--- config.mk ---
export PLATFORM = sky130hd
export DESIGN_NAME = pwbs_seq
export DESIGN_NICKNAME = d
export VERILOG_FILES = /design/src/inc/pwbs_pkg.sv /design/src/inc/pwbs_mir_if.sv /design/src/hw/pwbs_mirror.sv /design/src/hw/pwbs_seq.sv
export SDC_FILE = /design/constraint.sdc
export NUM_CORES = 1
export LEC_CHECK = 0
export ABC_AREA = 1
export BUFFER_PORTS_ARGS = -buffer_cell sky130_fd_sc_hd__buf_4
export CAP_MARGIN = 25
export CORE_MARGIN = 4
export CORE_UTILIZATION = 51
export DETAILED_ROUTE_END_ITERATION = 16
export PLACE_DENSITY = 0.81
export SLEW_MARGIN = 20
export SYNTH_ARGS = -nofsm -noshare
export SYNTH_HDL_FRONTEND = slang
export SYNTH_SLANG_ARGS = --single-unit
--- constraint.sdc ---
create_clock -name hclk -period 2.6 [get_ports hclk]
set_input_delay 0.13 -clock hclk [delete_from_list [all_inputs] [get_ports hclk]]
set_output_delay 0.13 -clock hclk [all_outputs]
set_load 0.005 [all_outputs]
--- src/inc/pwbs_pkg.sv ---
package pwbs_pkg;
    // Own register byte addresses
    localparam logic [15:0] A_CTRL = 16'h0000;
    localparam logic [15:0] A_COUNT = 16'h0004;
    localparam logic [15:0] A_STATUS = 16'h0008;
    // Configuration header byte addresses (read through to the OTP array)
    localparam logic [15:0] A_APP1 = 16'h7F00;
    localparam logic [15:0] A_APP2 = 16'h7F04;
    localparam logic [15:0] A_IQ = 16'h7F08;
    localparam logic [15:0] A_CRC = 16'h7F0C;
    localparam logic [15:0] A_CUST_LO = 16'h7F10;
    localparam logic [15:0] A_CUST_HI = 16'h7F60;
    localparam int CUST_WORDS = 21;
    localparam logic [15:0] A_PKG = 16'h7F70;
    localparam logic [15:0] A_SLK = 16'h7F74;
    localparam logic [15:0] A_CAL = 16'h7F78;
    localparam logic [15:0] A_SIG = 16'h7FD0;
    localparam logic [15:0] A_ADDR = 16'h7FD4;
    localparam logic [15:0] A_LEN = 16'h7FF8;
    localparam logic [15:0] A_DBG = 16'h7FFC;
    localparam logic [6:0] HDR_PAGE = 7'h7F;
    // Header values
    localparam logic [31:0] DBG_OFF = 32'hAAAA_AAAA;
    localparam logic [31:0] APP1_KEY = 32'h1234_A5A5;
    localparam logic [31:0] APP2_KEY = 32'hA5A5_1234;
    localparam logic [15:0] CAL_KEY = 16'hA5A5;
    localparam int CAL_KEY_LSB = 16;
    localparam int CAL_TRIM_W = 6;
    localparam logic [31:0] SLK_PREC_RC = 32'hAAAA_AAAA;
    localparam logic [31:0] PKG_B = 32'hAAAA_AAAA;
    localparam logic [31:0] PKG_C = 32'h5555_5555;
    localparam logic [31:0] PKG_D = 32'h9999_9999;
    // Control and status bit positions
    localparam int CTRL_TMO_DIS = 0;
    localparam int CTRL_COPY_EN = 1;
    localparam int ST_COLD = 0;
    localparam int ST_NORMAL = 1;
    localparam int ST_DBG = 2;
    localparam int ST_LDO_TMO = 3;
    localparam int ST_XTAL_TMO = 4;
    localparam int ST_MIR_BUSY = 5;
    localparam int ST_CAL_DONE = 6;
    localparam int ST_PREC_RC = 7;
    localparam int ST_TRIM_LSB = 8;
    localparam int ST_PKG_LSB = 16;
    localparam int ST_CPU_RUN = 18;
    // Widths
    localparam int OTP_AW = 13;
    localparam int CNT_W = 14;
    localparam int TMO_W = 20;
    // Settle timeout: time and derived cycle count at 200 MHz
    localparam int CLK_MHZ = 200;
    localparam int SETTLE_TMO_US = 250;
    localparam int SETTLE_TMO_CYC = SETTLE_TMO_US * CLK_MHZ;
    // Header fetch sequence
    localparam logic [2:0] FETCH_LAST = 3'h5;
    localparam logic [2:0] FETCH_END = 3'h6;
    // Sequencer states
    typedef enum logic [3:0] {
        ST_CHECK, ST_REGS, ST_XTAL, ST_WAIT_LDO, ST_WAIT_XTAL,
        ST_FETCH, ST_MIRROR, ST_RUN, ST_SLEEP
    } pwbs_state_e;
endpackage

--- src/inc/pwbs_mir_if.sv ---
`timescale 1ns/100ps
interface pwbs_mir_if;
    import pwbs_pkg::*;
    logic start;
    logic busy;
    logic done;
    logic [CNT_W-1:0] count;
    logic otp_rd;
    logic [OTP_AW-1:0] otp_addr;
    logic [31:0] otp_rdata;
    logic ram_we;
    logic [OTP_AW-1:0] ram_addr;
    logic [31:0] ram_wdata;
    modport ctl (output start, count, otp_rdata,
        input busy, done, otp_rd, otp_addr, ram_we, ram_addr, ram_wdata);
    modport eng (input start, count, otp_rdata,
        output busy, done, otp_rd, otp_addr, ram_we, ram_addr, ram_wdata);
endinterface

--- src/hw/pwbs_mirror.sv ---
`timescale 1ns/100ps
module pwbs_mirror
    import pwbs_pkg::*;
(
    // Clock and reset
    input wire logic hclk,
    input wire logic hresetn,
    // Control and memory side
    pwbs_mir_if.eng m
);
    typedef struct packed {
        logic busy;
        logic [CNT_W-1:0] idx;
        logic rd_d;
        logic [OTP_AW-1:0] raddr_d;
        logic we;
        logic [OTP_AW-1:0] waddr;
        logic [31:0] wdata;
        logic done;
    } pwbs_mir_s;
    pwbs_mir_s r_reg, r_next;

    // Read one word per cycle, write it to RAM two cycles later
    always_comb begin
        r_next = r_reg;
        r_next.done = 1'b0;
        r_next.rd_d = r_reg.busy;
        r_next.raddr_d = r_reg.idx[OTP_AW-1:0];
        r_next.we = r_reg.rd_d;
        r_next.waddr = r_reg.raddr_d;
        if (r_reg.rd_d) begin
            r_next.wdata = m.otp_rdata;
        end
        r_next.done = r_reg.rd_d && !r_reg.busy;
        if (r_reg.busy) begin
            r_next.idx = r_reg.idx + 14'h0001;
            if (r_reg.idx == m.count - 14'h0001) begin
                r_next.busy = 1'b0;
            end
        end else if (m.start) begin
            r_next.busy = 1'b1;
            r_next.idx = '0;
        end
    end

    // State register
    always_ff @(posedge hclk or negedge hresetn) begin
        if (!hresetn) begin
            r_reg <= '0;
        end else begin
            r_reg <= r_next;
        end
    end

    // Engine outputs
    assign m.busy = r_reg.busy;
    assign m.done = r_reg.done;
    assign m.otp_rd = r_reg.busy;
    assign m.otp_addr = r_reg.idx[OTP_AW-1:0];
    assign m.ram_we = r_reg.we;
    assign m.ram_addr = r_reg.waddr;
    assign m.ram_wdata = r_reg.wdata;

    // Helper: writes counted per run
    logic [CNT_W-1:0] wr_cnt;
    always_ff @(posedge hclk or negedge hresetn) begin
        if (!hresetn) begin
            wr_cnt <= '0;
        end else if (m.start && !r_reg.busy) begin
            wr_cnt <= '0;
        end else if (r_reg.we) begin
            wr_cnt <= wr_cnt + 14'h0001;
        end
    end
endmodule // pwbs_mirror

--- src/hw/pwbs_seq.sv ---
// The AHB-Lite interface to the registers was left to the implementer.
`timescale 1ns/100ps
// Function
// - Start runs supply stage, then header fetch or mirroring, then processor hand-over.
// - Supply sequence runs on every power-up and every wake from sleep.
// - Cold-start flag is set by power-up reset and marks cold starts.
// - Cold start releases boot code; wake-up runs hardware mirroring instead.
// - Comparators pick step-down or step-up supply mode automatically.
// - Step-up test first enables converter; else bandgap, core, memory regulators.
// - Then fast crystal starts and a second check rewrites converter mode.
// - Regulator and crystal ready flags are polled until set or timed out.
// - On timeout the ready flags are ignored and the sequence continues.
// - Control bit disables timeout; waits then have no limit.
// - Without timeouts hand-over takes 1.2 to 1.5 ms, set by analog settling.
// - Hardware engine copies OTP words into RAM before the processor runs.
// - Retained word count register feeds the engine and survives sleep.
// - Header word 0x7FFC maps debug port; unprogrammed value keeps it on.
// - Header word 0x7FF8 holds number of words to copy.
// - Radio address at 0x7FD4 two words; 0x7FD0 selects signature algorithm.
// - Calibration word 0x7F78 top half 0xA5A5 means calibrated, zero not.
// - Calibration bits 5..0 flag VCO, crystal, RC, bandgap, RF cap, LNA trims.
// - Sleep clock flag 0x7F74: 0x00 slow crystal, 0xAA precision RC.
// - Package flag 0x7F70 byte 0x00, 0xAA, 0x55 or 0x99 in all bytes.
// - Normal mode only if both application flags hold their keys.
// - Header holds trim CRC at 0x7F0C and IQ trim at 0x7F08.
// - Customer region of 21 words spans 0x7F10 to 0x7F60.
module pwbs_seq
    import pwbs_pkg::*;
#(
    parameter int TMO_CYCLES = SETTLE_TMO_CYC
) (
    // Clock and reset
    input wire logic hclk,
    input wire logic hresetn,
    // AHB-Lite slave
    input wire logic hsel,
    input wire logic [31:0] haddr,
    input wire logic [1:0] htrans,
    input wire logic hwrite,
    input wire logic [2:0] hsize,
    input wire logic [31:0] hwdata,
    input wire logic hready,
    output logic hreadyout,
    output logic hresp,
    output logic [31:0] hrdata,
    // Analog comparators and ready flags
    input wire logic low_battery_sense,
    input wire logic high_battery_input,
    input wire logic ldo_ready,
    input wire logic fast_crystal_ready,
    // Sleep control
    input wire logic sleep_req,
    input wire logic wake_req,
    // Power enables
    output logic dcdc_en,
    output logic dcdc_boost,
    output logic bandgap_en,
    output logic core_ldo_en,
    output logic mem_ldo_en,
    output logic fast_crystal_osc_en,
    // Processor release
    output logic cpu_run,
    output logic boot_code_sel,
    output logic debug_port_en,
    // OTP read port
    output logic otp_rd,
    output logic [OTP_AW-1:0] otp_addr,
    input wire logic [31:0] otp_rdata,
    // System RAM write port
    output logic ram_we,
    output logic [OTP_AW-1:0] ram_addr,
    output logic [31:0] ram_wdata
);
    import pwbs_pkg::*;

    localparam logic [TMO_W-1:0] TMO_LAST = TMO_W'(TMO_CYCLES - 1);

    typedef struct packed {
        pwbs_state_e st;
        logic [2:0] idx;
        logic [TMO_W-1:0] tmo;
        logic cold;
        logic tmo_dis;
        logic copy_en;
        logic [CNT_W-1:0] nwords;
        logic dcdc_en;
        logic boost;
        logic bg_en;
        logic core_en;
        logic mem_en;
        logic xtal_en;
        logic cpu_run;
        logic boot_sel;
        logic dbg_en;
        logic app1_ok;
        logic normal;
        logic ldo_tmo;
        logic xtal_tmo;
        logic cal_done;
        logic prec_rc_sel;
        logic [CAL_TRIM_W-1:0] trim_ok;
        logic [1:0] pkg;
        logic mir_start;
        logic dp_wr;
        logic dp_hdr;
        logic dp_iss;
        logic [15:0] dp_addr;
        logic [31:0] hrdata;
    } pwbs_seq_s;
    pwbs_seq_s r_reg, r_next;

    pwbs_mir_if mif ();

    // Header word fetched at each step of the cold-start fetch
    function automatic logic [OTP_AW-1:0] fetch_word(input logic [2:0] i);
        logic [15:0] a;
        case (i)
            3'h0: a = A_DBG;
            3'h1: a = A_APP1;
            3'h2: a = A_APP2;
            3'h3: a = A_CAL;
            3'h4: a = A_SLK;
            default: a = A_PKG;
        endcase
        return a[OTP_AW+1:2];
    endfunction

    // Package option from a replicated byte value
    function automatic logic [1:0] pkg_code(input logic [31:0] w);
        if (w == PKG_B) begin
            return 2'h1;
        end else if (w == PKG_C) begin
            return 2'h2;
        end else if (w == PKG_D) begin
            return 2'h3;
        end
        return 2'h0;
    endfunction

    logic ahb_acc;
    logic otp_free;
    logic fetch_rd;
    logic hdr_rd;
    assign ahb_acc = hsel && htrans[1] && hready;
    assign otp_free = !mif.busy && (r_reg.st != ST_FETCH);
    assign fetch_rd = (r_reg.st == ST_FETCH) && (r_reg.idx <= FETCH_LAST);
    assign hdr_rd = r_reg.dp_hdr && !r_reg.dp_iss && otp_free;

    // Next state: bus data phase, sequencer, bus address phase
    always_comb begin
        logic [31:0] sw;
        sw = '0;
        r_next = r_reg;
        r_next.mir_start = 1'b0;
        r_next.dp_wr = 1'b0;
        // Register writes in the data phase
        if (r_reg.dp_wr) begin
            if (r_reg.dp_addr == A_CTRL) begin
                r_next.tmo_dis = hwdata[CTRL_TMO_DIS];
                r_next.copy_en = hwdata[CTRL_COPY_EN];
            end else if (r_reg.dp_addr == A_COUNT) begin
                r_next.nwords = hwdata[CNT_W-1:0];
            end
        end
        // Header read passes through to the OTP array
        if (r_reg.dp_iss) begin
            r_next.hrdata = otp_rdata;
            r_next.dp_hdr = 1'b0;
            r_next.dp_iss = 1'b0;
        end else if (hdr_rd) begin
            r_next.dp_iss = 1'b1;
        end
        // Start sequencer
        unique case (r_reg.st)
            ST_CHECK: begin
                if (low_battery_sense) begin
                    r_next.dcdc_en = 1'b1;
                    r_next.boost = 1'b1;
                    r_next.st = ST_XTAL;
                end else begin
                    r_next.bg_en = 1'b1;
                    r_next.st = ST_REGS;
                end
            end
            ST_REGS: begin
                if (!r_reg.core_en) begin
                    r_next.core_en = 1'b1;
                end else begin
                    r_next.mem_en = 1'b1;
                    r_next.st = ST_XTAL;
                end
            end
            ST_XTAL: begin
                r_next.xtal_en = 1'b1;
                r_next.boost = low_battery_sense;
                r_next.dcdc_en = low_battery_sense || high_battery_input;
                r_next.tmo = '0;
                r_next.st = ST_WAIT_LDO;
            end
            ST_WAIT_LDO: begin
                if (ldo_ready) begin
                    r_next.tmo = '0;
                    r_next.st = ST_WAIT_XTAL;
                end else if (!r_reg.tmo_dis && r_reg.tmo == TMO_LAST) begin
                    r_next.tmo = '0;
                    r_next.ldo_tmo = 1'b1;
                    r_next.st = ST_WAIT_XTAL;
                end else if (!r_reg.tmo_dis) begin
                    r_next.tmo = r_reg.tmo + 20'h0_0001;
                end
            end
            ST_WAIT_XTAL: begin
                if (fast_crystal_ready || (!r_reg.tmo_dis && r_reg.tmo == TMO_LAST)) begin
                    r_next.xtal_tmo = !fast_crystal_ready;
                    r_next.tmo = '0;
                    r_next.idx = '0;
                    if (r_reg.cold) begin
                        r_next.st = ST_FETCH;
                    end else if (r_reg.copy_en && r_reg.nwords != '0) begin
                        r_next.mir_start = 1'b1;
                        r_next.st = ST_MIRROR;
                    end else begin
                        r_next.boot_sel = 1'b0;
                        r_next.cpu_run = 1'b1;
                        r_next.st = ST_RUN;
                    end
                end else if (!r_reg.tmo_dis) begin
                    r_next.tmo = r_reg.tmo + 20'h0_0001;
                end
            end
            ST_FETCH: begin
                r_next.idx = r_reg.idx + 3'h1;
                case (r_reg.idx)
                    3'h1: r_next.dbg_en = (otp_rdata != DBG_OFF);
                    3'h2: r_next.app1_ok = (otp_rdata == APP1_KEY);
                    3'h3: r_next.normal = r_reg.app1_ok && (otp_rdata == APP2_KEY);
                    3'h4: begin
                        r_next.cal_done = otp_rdata[31:CAL_KEY_LSB] == CAL_KEY;
                        r_next.trim_ok = otp_rdata[CAL_TRIM_W-1:0];
                    end
                    3'h5: r_next.prec_rc_sel = (otp_rdata == SLK_PREC_RC);
                    FETCH_END: r_next.pkg = pkg_code(otp_rdata);
                    default: ;
                endcase
                if (r_reg.idx == FETCH_END) begin
                    r_next.cold = 1'b0;
                    r_next.boot_sel = 1'b1;
                    r_next.cpu_run = 1'b1;
                    r_next.st = ST_RUN;
                end
            end
            ST_MIRROR: begin
                if (mif.done) begin
                    r_next.boot_sel = 1'b0;
                    r_next.cpu_run = 1'b1;
                    r_next.st = ST_RUN;
                end
            end
            ST_RUN: begin
                if (sleep_req) begin
                    r_next.cpu_run = 1'b0;
                    r_next.dcdc_en = 1'b0;
                    r_next.bg_en = 1'b0;
                    r_next.core_en = 1'b0;
                    r_next.mem_en = 1'b0;
                    r_next.xtal_en = 1'b0;
                    r_next.st = ST_SLEEP;
                end
            end
            ST_SLEEP: begin
                if (wake_req) begin
                    r_next.ldo_tmo = 1'b0;
                    r_next.xtal_tmo = 1'b0;
                    r_next.st = ST_CHECK;
                end
            end
        endcase
        // Address phase, using values just written
        sw[ST_COLD] = r_next.cold;
        sw[ST_NORMAL] = r_next.normal;
        sw[ST_DBG] = r_next.dbg_en;
        sw[ST_LDO_TMO] = r_next.ldo_tmo;
        sw[ST_XTAL_TMO] = r_next.xtal_tmo;
        sw[ST_MIR_BUSY] = mif.busy;
        sw[ST_CAL_DONE] = r_next.cal_done;
        sw[ST_PREC_RC] = r_next.prec_rc_sel;
        sw[ST_TRIM_LSB +: CAL_TRIM_W] = r_next.trim_ok;
        sw[ST_PKG_LSB +: 2] = r_next.pkg;
        sw[ST_CPU_RUN] = r_next.cpu_run;
        if (ahb_acc) begin
            r_next.dp_addr = haddr[15:0];
            r_next.dp_wr = hwrite;
            r_next.hrdata = '0;
            if (!hwrite && haddr[14:8] == HDR_PAGE && haddr[15] == 1'b0) begin
                r_next.dp_hdr = 1'b1;
            end else if (!hwrite && haddr[15:0] == A_CTRL) begin
                r_next.hrdata[CTRL_TMO_DIS] = r_next.tmo_dis;
                r_next.hrdata[CTRL_COPY_EN] = r_next.copy_en;
            end else if (!hwrite && haddr[15:0] == A_COUNT) begin
                r_next.hrdata[CNT_W-1:0] = r_next.nwords;
            end else if (!hwrite && haddr[15:0] == A_STATUS) begin
                r_next.hrdata = sw;
            end
        end
    end

    // State register; cold flag set by power-up reset
    always_ff @(posedge hclk or negedge hresetn) begin
        if (!hresetn) begin
            r_reg <= '0;
            r_reg.st <= ST_CHECK;
            r_reg.cold <= 1'b1;
        end else begin
            r_reg <= r_next;
        end
    end

    // Mirroring engine
    assign mif.start = r_reg.mir_start;
    assign mif.count = r_reg.nwords;
    assign mif.otp_rdata = otp_rdata;
    pwbs_mirror u_mirror (
        .hclk(hclk),
        .hresetn(hresetn),
        .m(mif)
    );

    // OTP port: engine, then fetch, then bus
    assign otp_rd = mif.otp_rd || fetch_rd || hdr_rd;
    assign otp_addr = mif.busy ? mif.otp_addr :
        (r_reg.st == ST_FETCH) ? fetch_word(r_reg.idx) : r_reg.dp_addr[OTP_AW+1:2];

    // Outputs
    assign hreadyout = !r_reg.dp_hdr;
    assign hresp = 1'b0;
    assign hrdata = r_reg.hrdata;
    assign dcdc_en = r_reg.dcdc_en;
    assign dcdc_boost = r_reg.boost;
    assign bandgap_en = r_reg.bg_en;
    assign core_ldo_en = r_reg.core_en;
    assign mem_ldo_en = r_reg.mem_en;
    assign fast_crystal_osc_en = r_reg.xtal_en;
    assign cpu_run = r_reg.cpu_run;
    assign boot_code_sel = r_reg.boot_sel;
    assign debug_port_en = r_reg.dbg_en;
    assign ram_we = mif.ram_we;
    assign ram_addr = mif.ram_addr;
    assign ram_wdata = mif.ram_wdata;
endmodule // pwbs_seq

==> run summary <==
The flow ran to the end, and the final reports show no timing, DRC or antenna violations. The count of pins on the block boundary came out at 215. The number of input and output port buffers inserted works out to 175. The library cells used most frequently in the layout, excluding fill and tap cells, are sky130_fd_sc_hd__nand2_1 (316), sky130_fd_sc_hd__dfrtp_1 (194), sky130_fd_sc_hd__buf_4 (188).

The logs give 0.334 for the met1 routing resource usage after global routing and 28700 µm for the wire length after detailed routing. The reg-to-reg critical path startpoint was r_reg[40]$_DFFE_PN0P_. At the worst endpoint, the required time is 2470 ps.

The all-layer global routing usage was 0.256; the number of flip-flops under the largest register name was 63. The number of global-route vias before repair came out at 9243. The clock tree root buffer cell is sky130_fd_sc_hd__clkbuf_16. For this run, the top clock speed supported by timing is 415 MHz. Core utilization of the finished layout: 0.635. The smallest clock period supported by the final layout is computed as 2410 ps. The path with the worst hold slack has its endpoint at dcdc_en$_DFFE_PN0P_. Adding up every negative setup slack in the final design gives 0 ps.

The tool flagged a number of max-cap violations equal to 0. The CTS clock-pin slew for the worst setup and hold paths is 80 ps. The detailed router finished its first iteration with 837 violations. The run gives 1451 as the net count after synthesis. The run gives 0 as the number of gates resized after cts.

The final worst-path cycle share works out to 0.927. Setup violations remaining at the end of the flow were counted as 0. The logs give 0.0593 for the met3 capacity usage during global routing and 0 for the total congestion overflow after global routing. The cell area power density is 659 nW/µm².

The synthesis-to-finish area growth is 20.7%, and the number of buffers inserted by hold repair at cts is 49. The most common library cell in the layout ignoring fill and taps was sky130_fd_sc_hd__nand2_1. TritonCTS built the clock tree. The synthesized design contains 195 register bits.

After the last flow step, the layout net total stands at 1600. Each instance of the synthesized netlist takes up on average 7.79 µm². The worst setup path is captured at an output pin. The tools report the hold path startpoint as high_battery_input. The share of post-route cells with drive strength above 1 is 0.182, and the post-detailed-route via-to-cell ratio is 5.34. Counting instances, the worst hold path has a depth of 3. The number of cells traversed by the worst register-to-register path is 8.

Setup repair after global routing left no endpoint under its margin. VDD sags by at most 0.406 mV. The worst setup path is of the flop to output pin kind. The tools report the capturing point of the worst reg2reg path as hrdata[8]$_DFFE_PN0P_. The detail-routed net length per standard cell is 16.3 µm.

The clock reaches the later pin of the worst-skew pair after 440 ps. At the worst endpoint, the arrival time is 2280 ps. For the effective utilization at floorplan, the log shows 0.526. The sum of internal, switching and leakage power is 8.25 mW, and the post-synthesis instance total is 1331.

The worst hold path belongs to the class primary input to flop. The routed layout has 9393 vias. The core region is 19700 µm². For the final count of hold timing violations, the log shows 0. For this run, the number of Yosys warnings is 0. The die width came out at 151 µm. The logs give 2 for the maximum clock insertion buffer count and 0 for the number of antenna violations at the first check in global routing.

Prior to clock tree synthesis, the placed netlist has a worst setup slack of 396 ps. The tools report the static power due to leakage as 6.58 nW. The tools report the count of TritonRoute iterations in the first routing pass as 5.

The final weighted congestion in routability-driven placement was 0.928. The fraction of met2 tracks used by global routing is 0.417, and the max-slew violation total from the final report is 0. For this run, design rule violations remaining after detail routing come to 0. The run gives 49 as the number of different library cells in the post-synthesis netlist.

The run gives 0.471 as the sequential-to-total area share from yosys stat. Clock skew on the completed layout was measured at 9.20 ps. The number of diodes was 0.

The floorplan die area was 22700 µm²; the largest net degree at the start of global routing was 74. In this run the most used layer during global routing was met2. The number of buffers added for setup after CTS is 0, and the pin slew with the least headroom to its limit is 782 ps.

The first global-routing pass estimated 46000 µm of wire. Across all register-to-register paths, the minimum setup slack is 330 ps. Of all nets on the critical path, the largest fanout is 4. After the flow finishes, the layout carries non-filler instances totaling 1758. Detailed placement ended at an HPWL of 20600 µm. The run gives 10400 µm² as the post-synth design cell area. The count of nets left with antenna violations once routing finished came out at 0. In this run the number of H-tree levels came out at 4. The worst setup path is launched from a flop. The number of rows in the core area was 51. The tools report the final worst setup slack as 191 ps.

Buffers inserted during clock tree synthesis total 17. CTS sink count: 195. The die is 151 µm tall. The tools report the count of placed standard cells including taps as 1677. The run gives 0.478 as the worst slew margin relative to its limit.
## cell usage after synthesis, drive strengths merged
cell,number,area share
a21o,1,0.00072
a21oi,38,0.020
a22oi,4,0.0029
a31o,1,0.00084
a31oi,18,0.011
a32o,1,0.00096
and2,4,0.0024
buf,89,0.063
clkbuf,21,0.0076
clkinv,1,0.00036
conb,1,0.00036
dfrtp,194,0.47
dfstp,1,0.0025
ha,8,0.0096
inv,189,0.069
nand2,325,0.12
nand3,63,0.032
nand3b,1,0.00072
nand4,21,0.013
nor2,158,0.060
nor3,18,0.011
nor4,2,0.0012
o211ai,10,0.0072
o21a,4,0.0029
o21ai,108,0.054
o221ai,2,0.0017
o22ai,14,0.0090
o311ai,1,0.00084
o31ai,2,0.0014
or2,5,0.0030
xnor2,2,0.0017
xor2,24,0.020
## where the power goes
group	leakage (nW)	internal [mW]	switching, mW
clock network	0.288	1.37	1.30
registers	2.41	3.32	0.206
logic	3.88	0.821	1.22
## per-stage QoR
| stage | hold WS (ps) | cell area, µm² |
|---|---|---|
| floorplan | -166 | 10400 |
| global placement | 199 | 11400 |
| detailed placement | 204 | 11400 |
| CTS | 6.52 | 12500 |
| global route | 31.0 | 12500 |
| finish | 11.0 | 12500 |
## worst max-delay path by stage
stage,startpoint,end,slack (ps),depth (start not counted)
2_1_floorplan,r_reg[93]$_DFFE_PN0P_,r_reg[104]$_DFFE_PN0P_,890,13
3_3_place_gp,r_reg[40]$_DFFE_PN0P_,hrdata[9]$_DFFE_PN0P_,460,8
3_5_place_dp,r_reg[40]$_DFFE_PN0P_,hrdata[8]$_DFFE_PN0P_,400,8
4_1_cts,r_reg[114]$_DFFE_PN0P_,otp_addr[4],160,6
5_1_grt,r_reg[36]$_DFFE_PN0P_,hrdata[9]$_DFFE_PN0P_,20,8
6_report,r_reg[112]$_DFFE_PN0P_,otp_addr[4],190,7
## final cells by class
cell class	count	area (µm²)
tap	265	332
fill	1660	7200
sequential	195	4880
clock buffer	17	425
clock inverter	15	166
timing repair buffer	240	1960
multi-input combinational	836	4040
inverter	190	718
## cells by family (layout without fill, tap and decap cells)
| group | Yosys count | after routing | share of synthesized area |
|---|---|---|---|
| XOR/XNOR | 26 | 26 | 0.0220 |
| flip-flops | 195 | 195 | 0.471 |
| AO/OA/AOI/OAI | 204 | 204 | 0.113 |
| AND/OR/NAND/NOR | 597 | 597 | 0.244 |
| buffers and inverters | 300 | 462 | 0.140 |
| other | 1 | 1 | 0.000361 |
| adder cells (fa/ha/maj) | 8 | 8 | 0.00965 |
## routing by layer
layer | routed length (µm) | vias to the layer above
met3 | 2130 | 78
met4 | 974 | 0
met1 | 11600 | 4489
met2 | 14000 | 386
li1 | - | 4440
met5 | 0 | -
## worst max-delay path, stage by stage, from the launching register on
cell                       delay (ps)
sky130_fd_sc_hd__dfrtp_1          420
sky130_fd_sc_hd__inv_1            140
sky130_fd_sc_hd__ha_1             250
sky130_fd_sc_hd__o21ai_0          110
sky130_fd_sc_hd__o311ai_0         390
sky130_fd_sc_hd__buf_4            200
sky130_fd_sc_hd__o221ai_1         140
sky130_fd_sc_hd__buf_4            190
No activity file was read; power rests on OpenSTA's default activity.
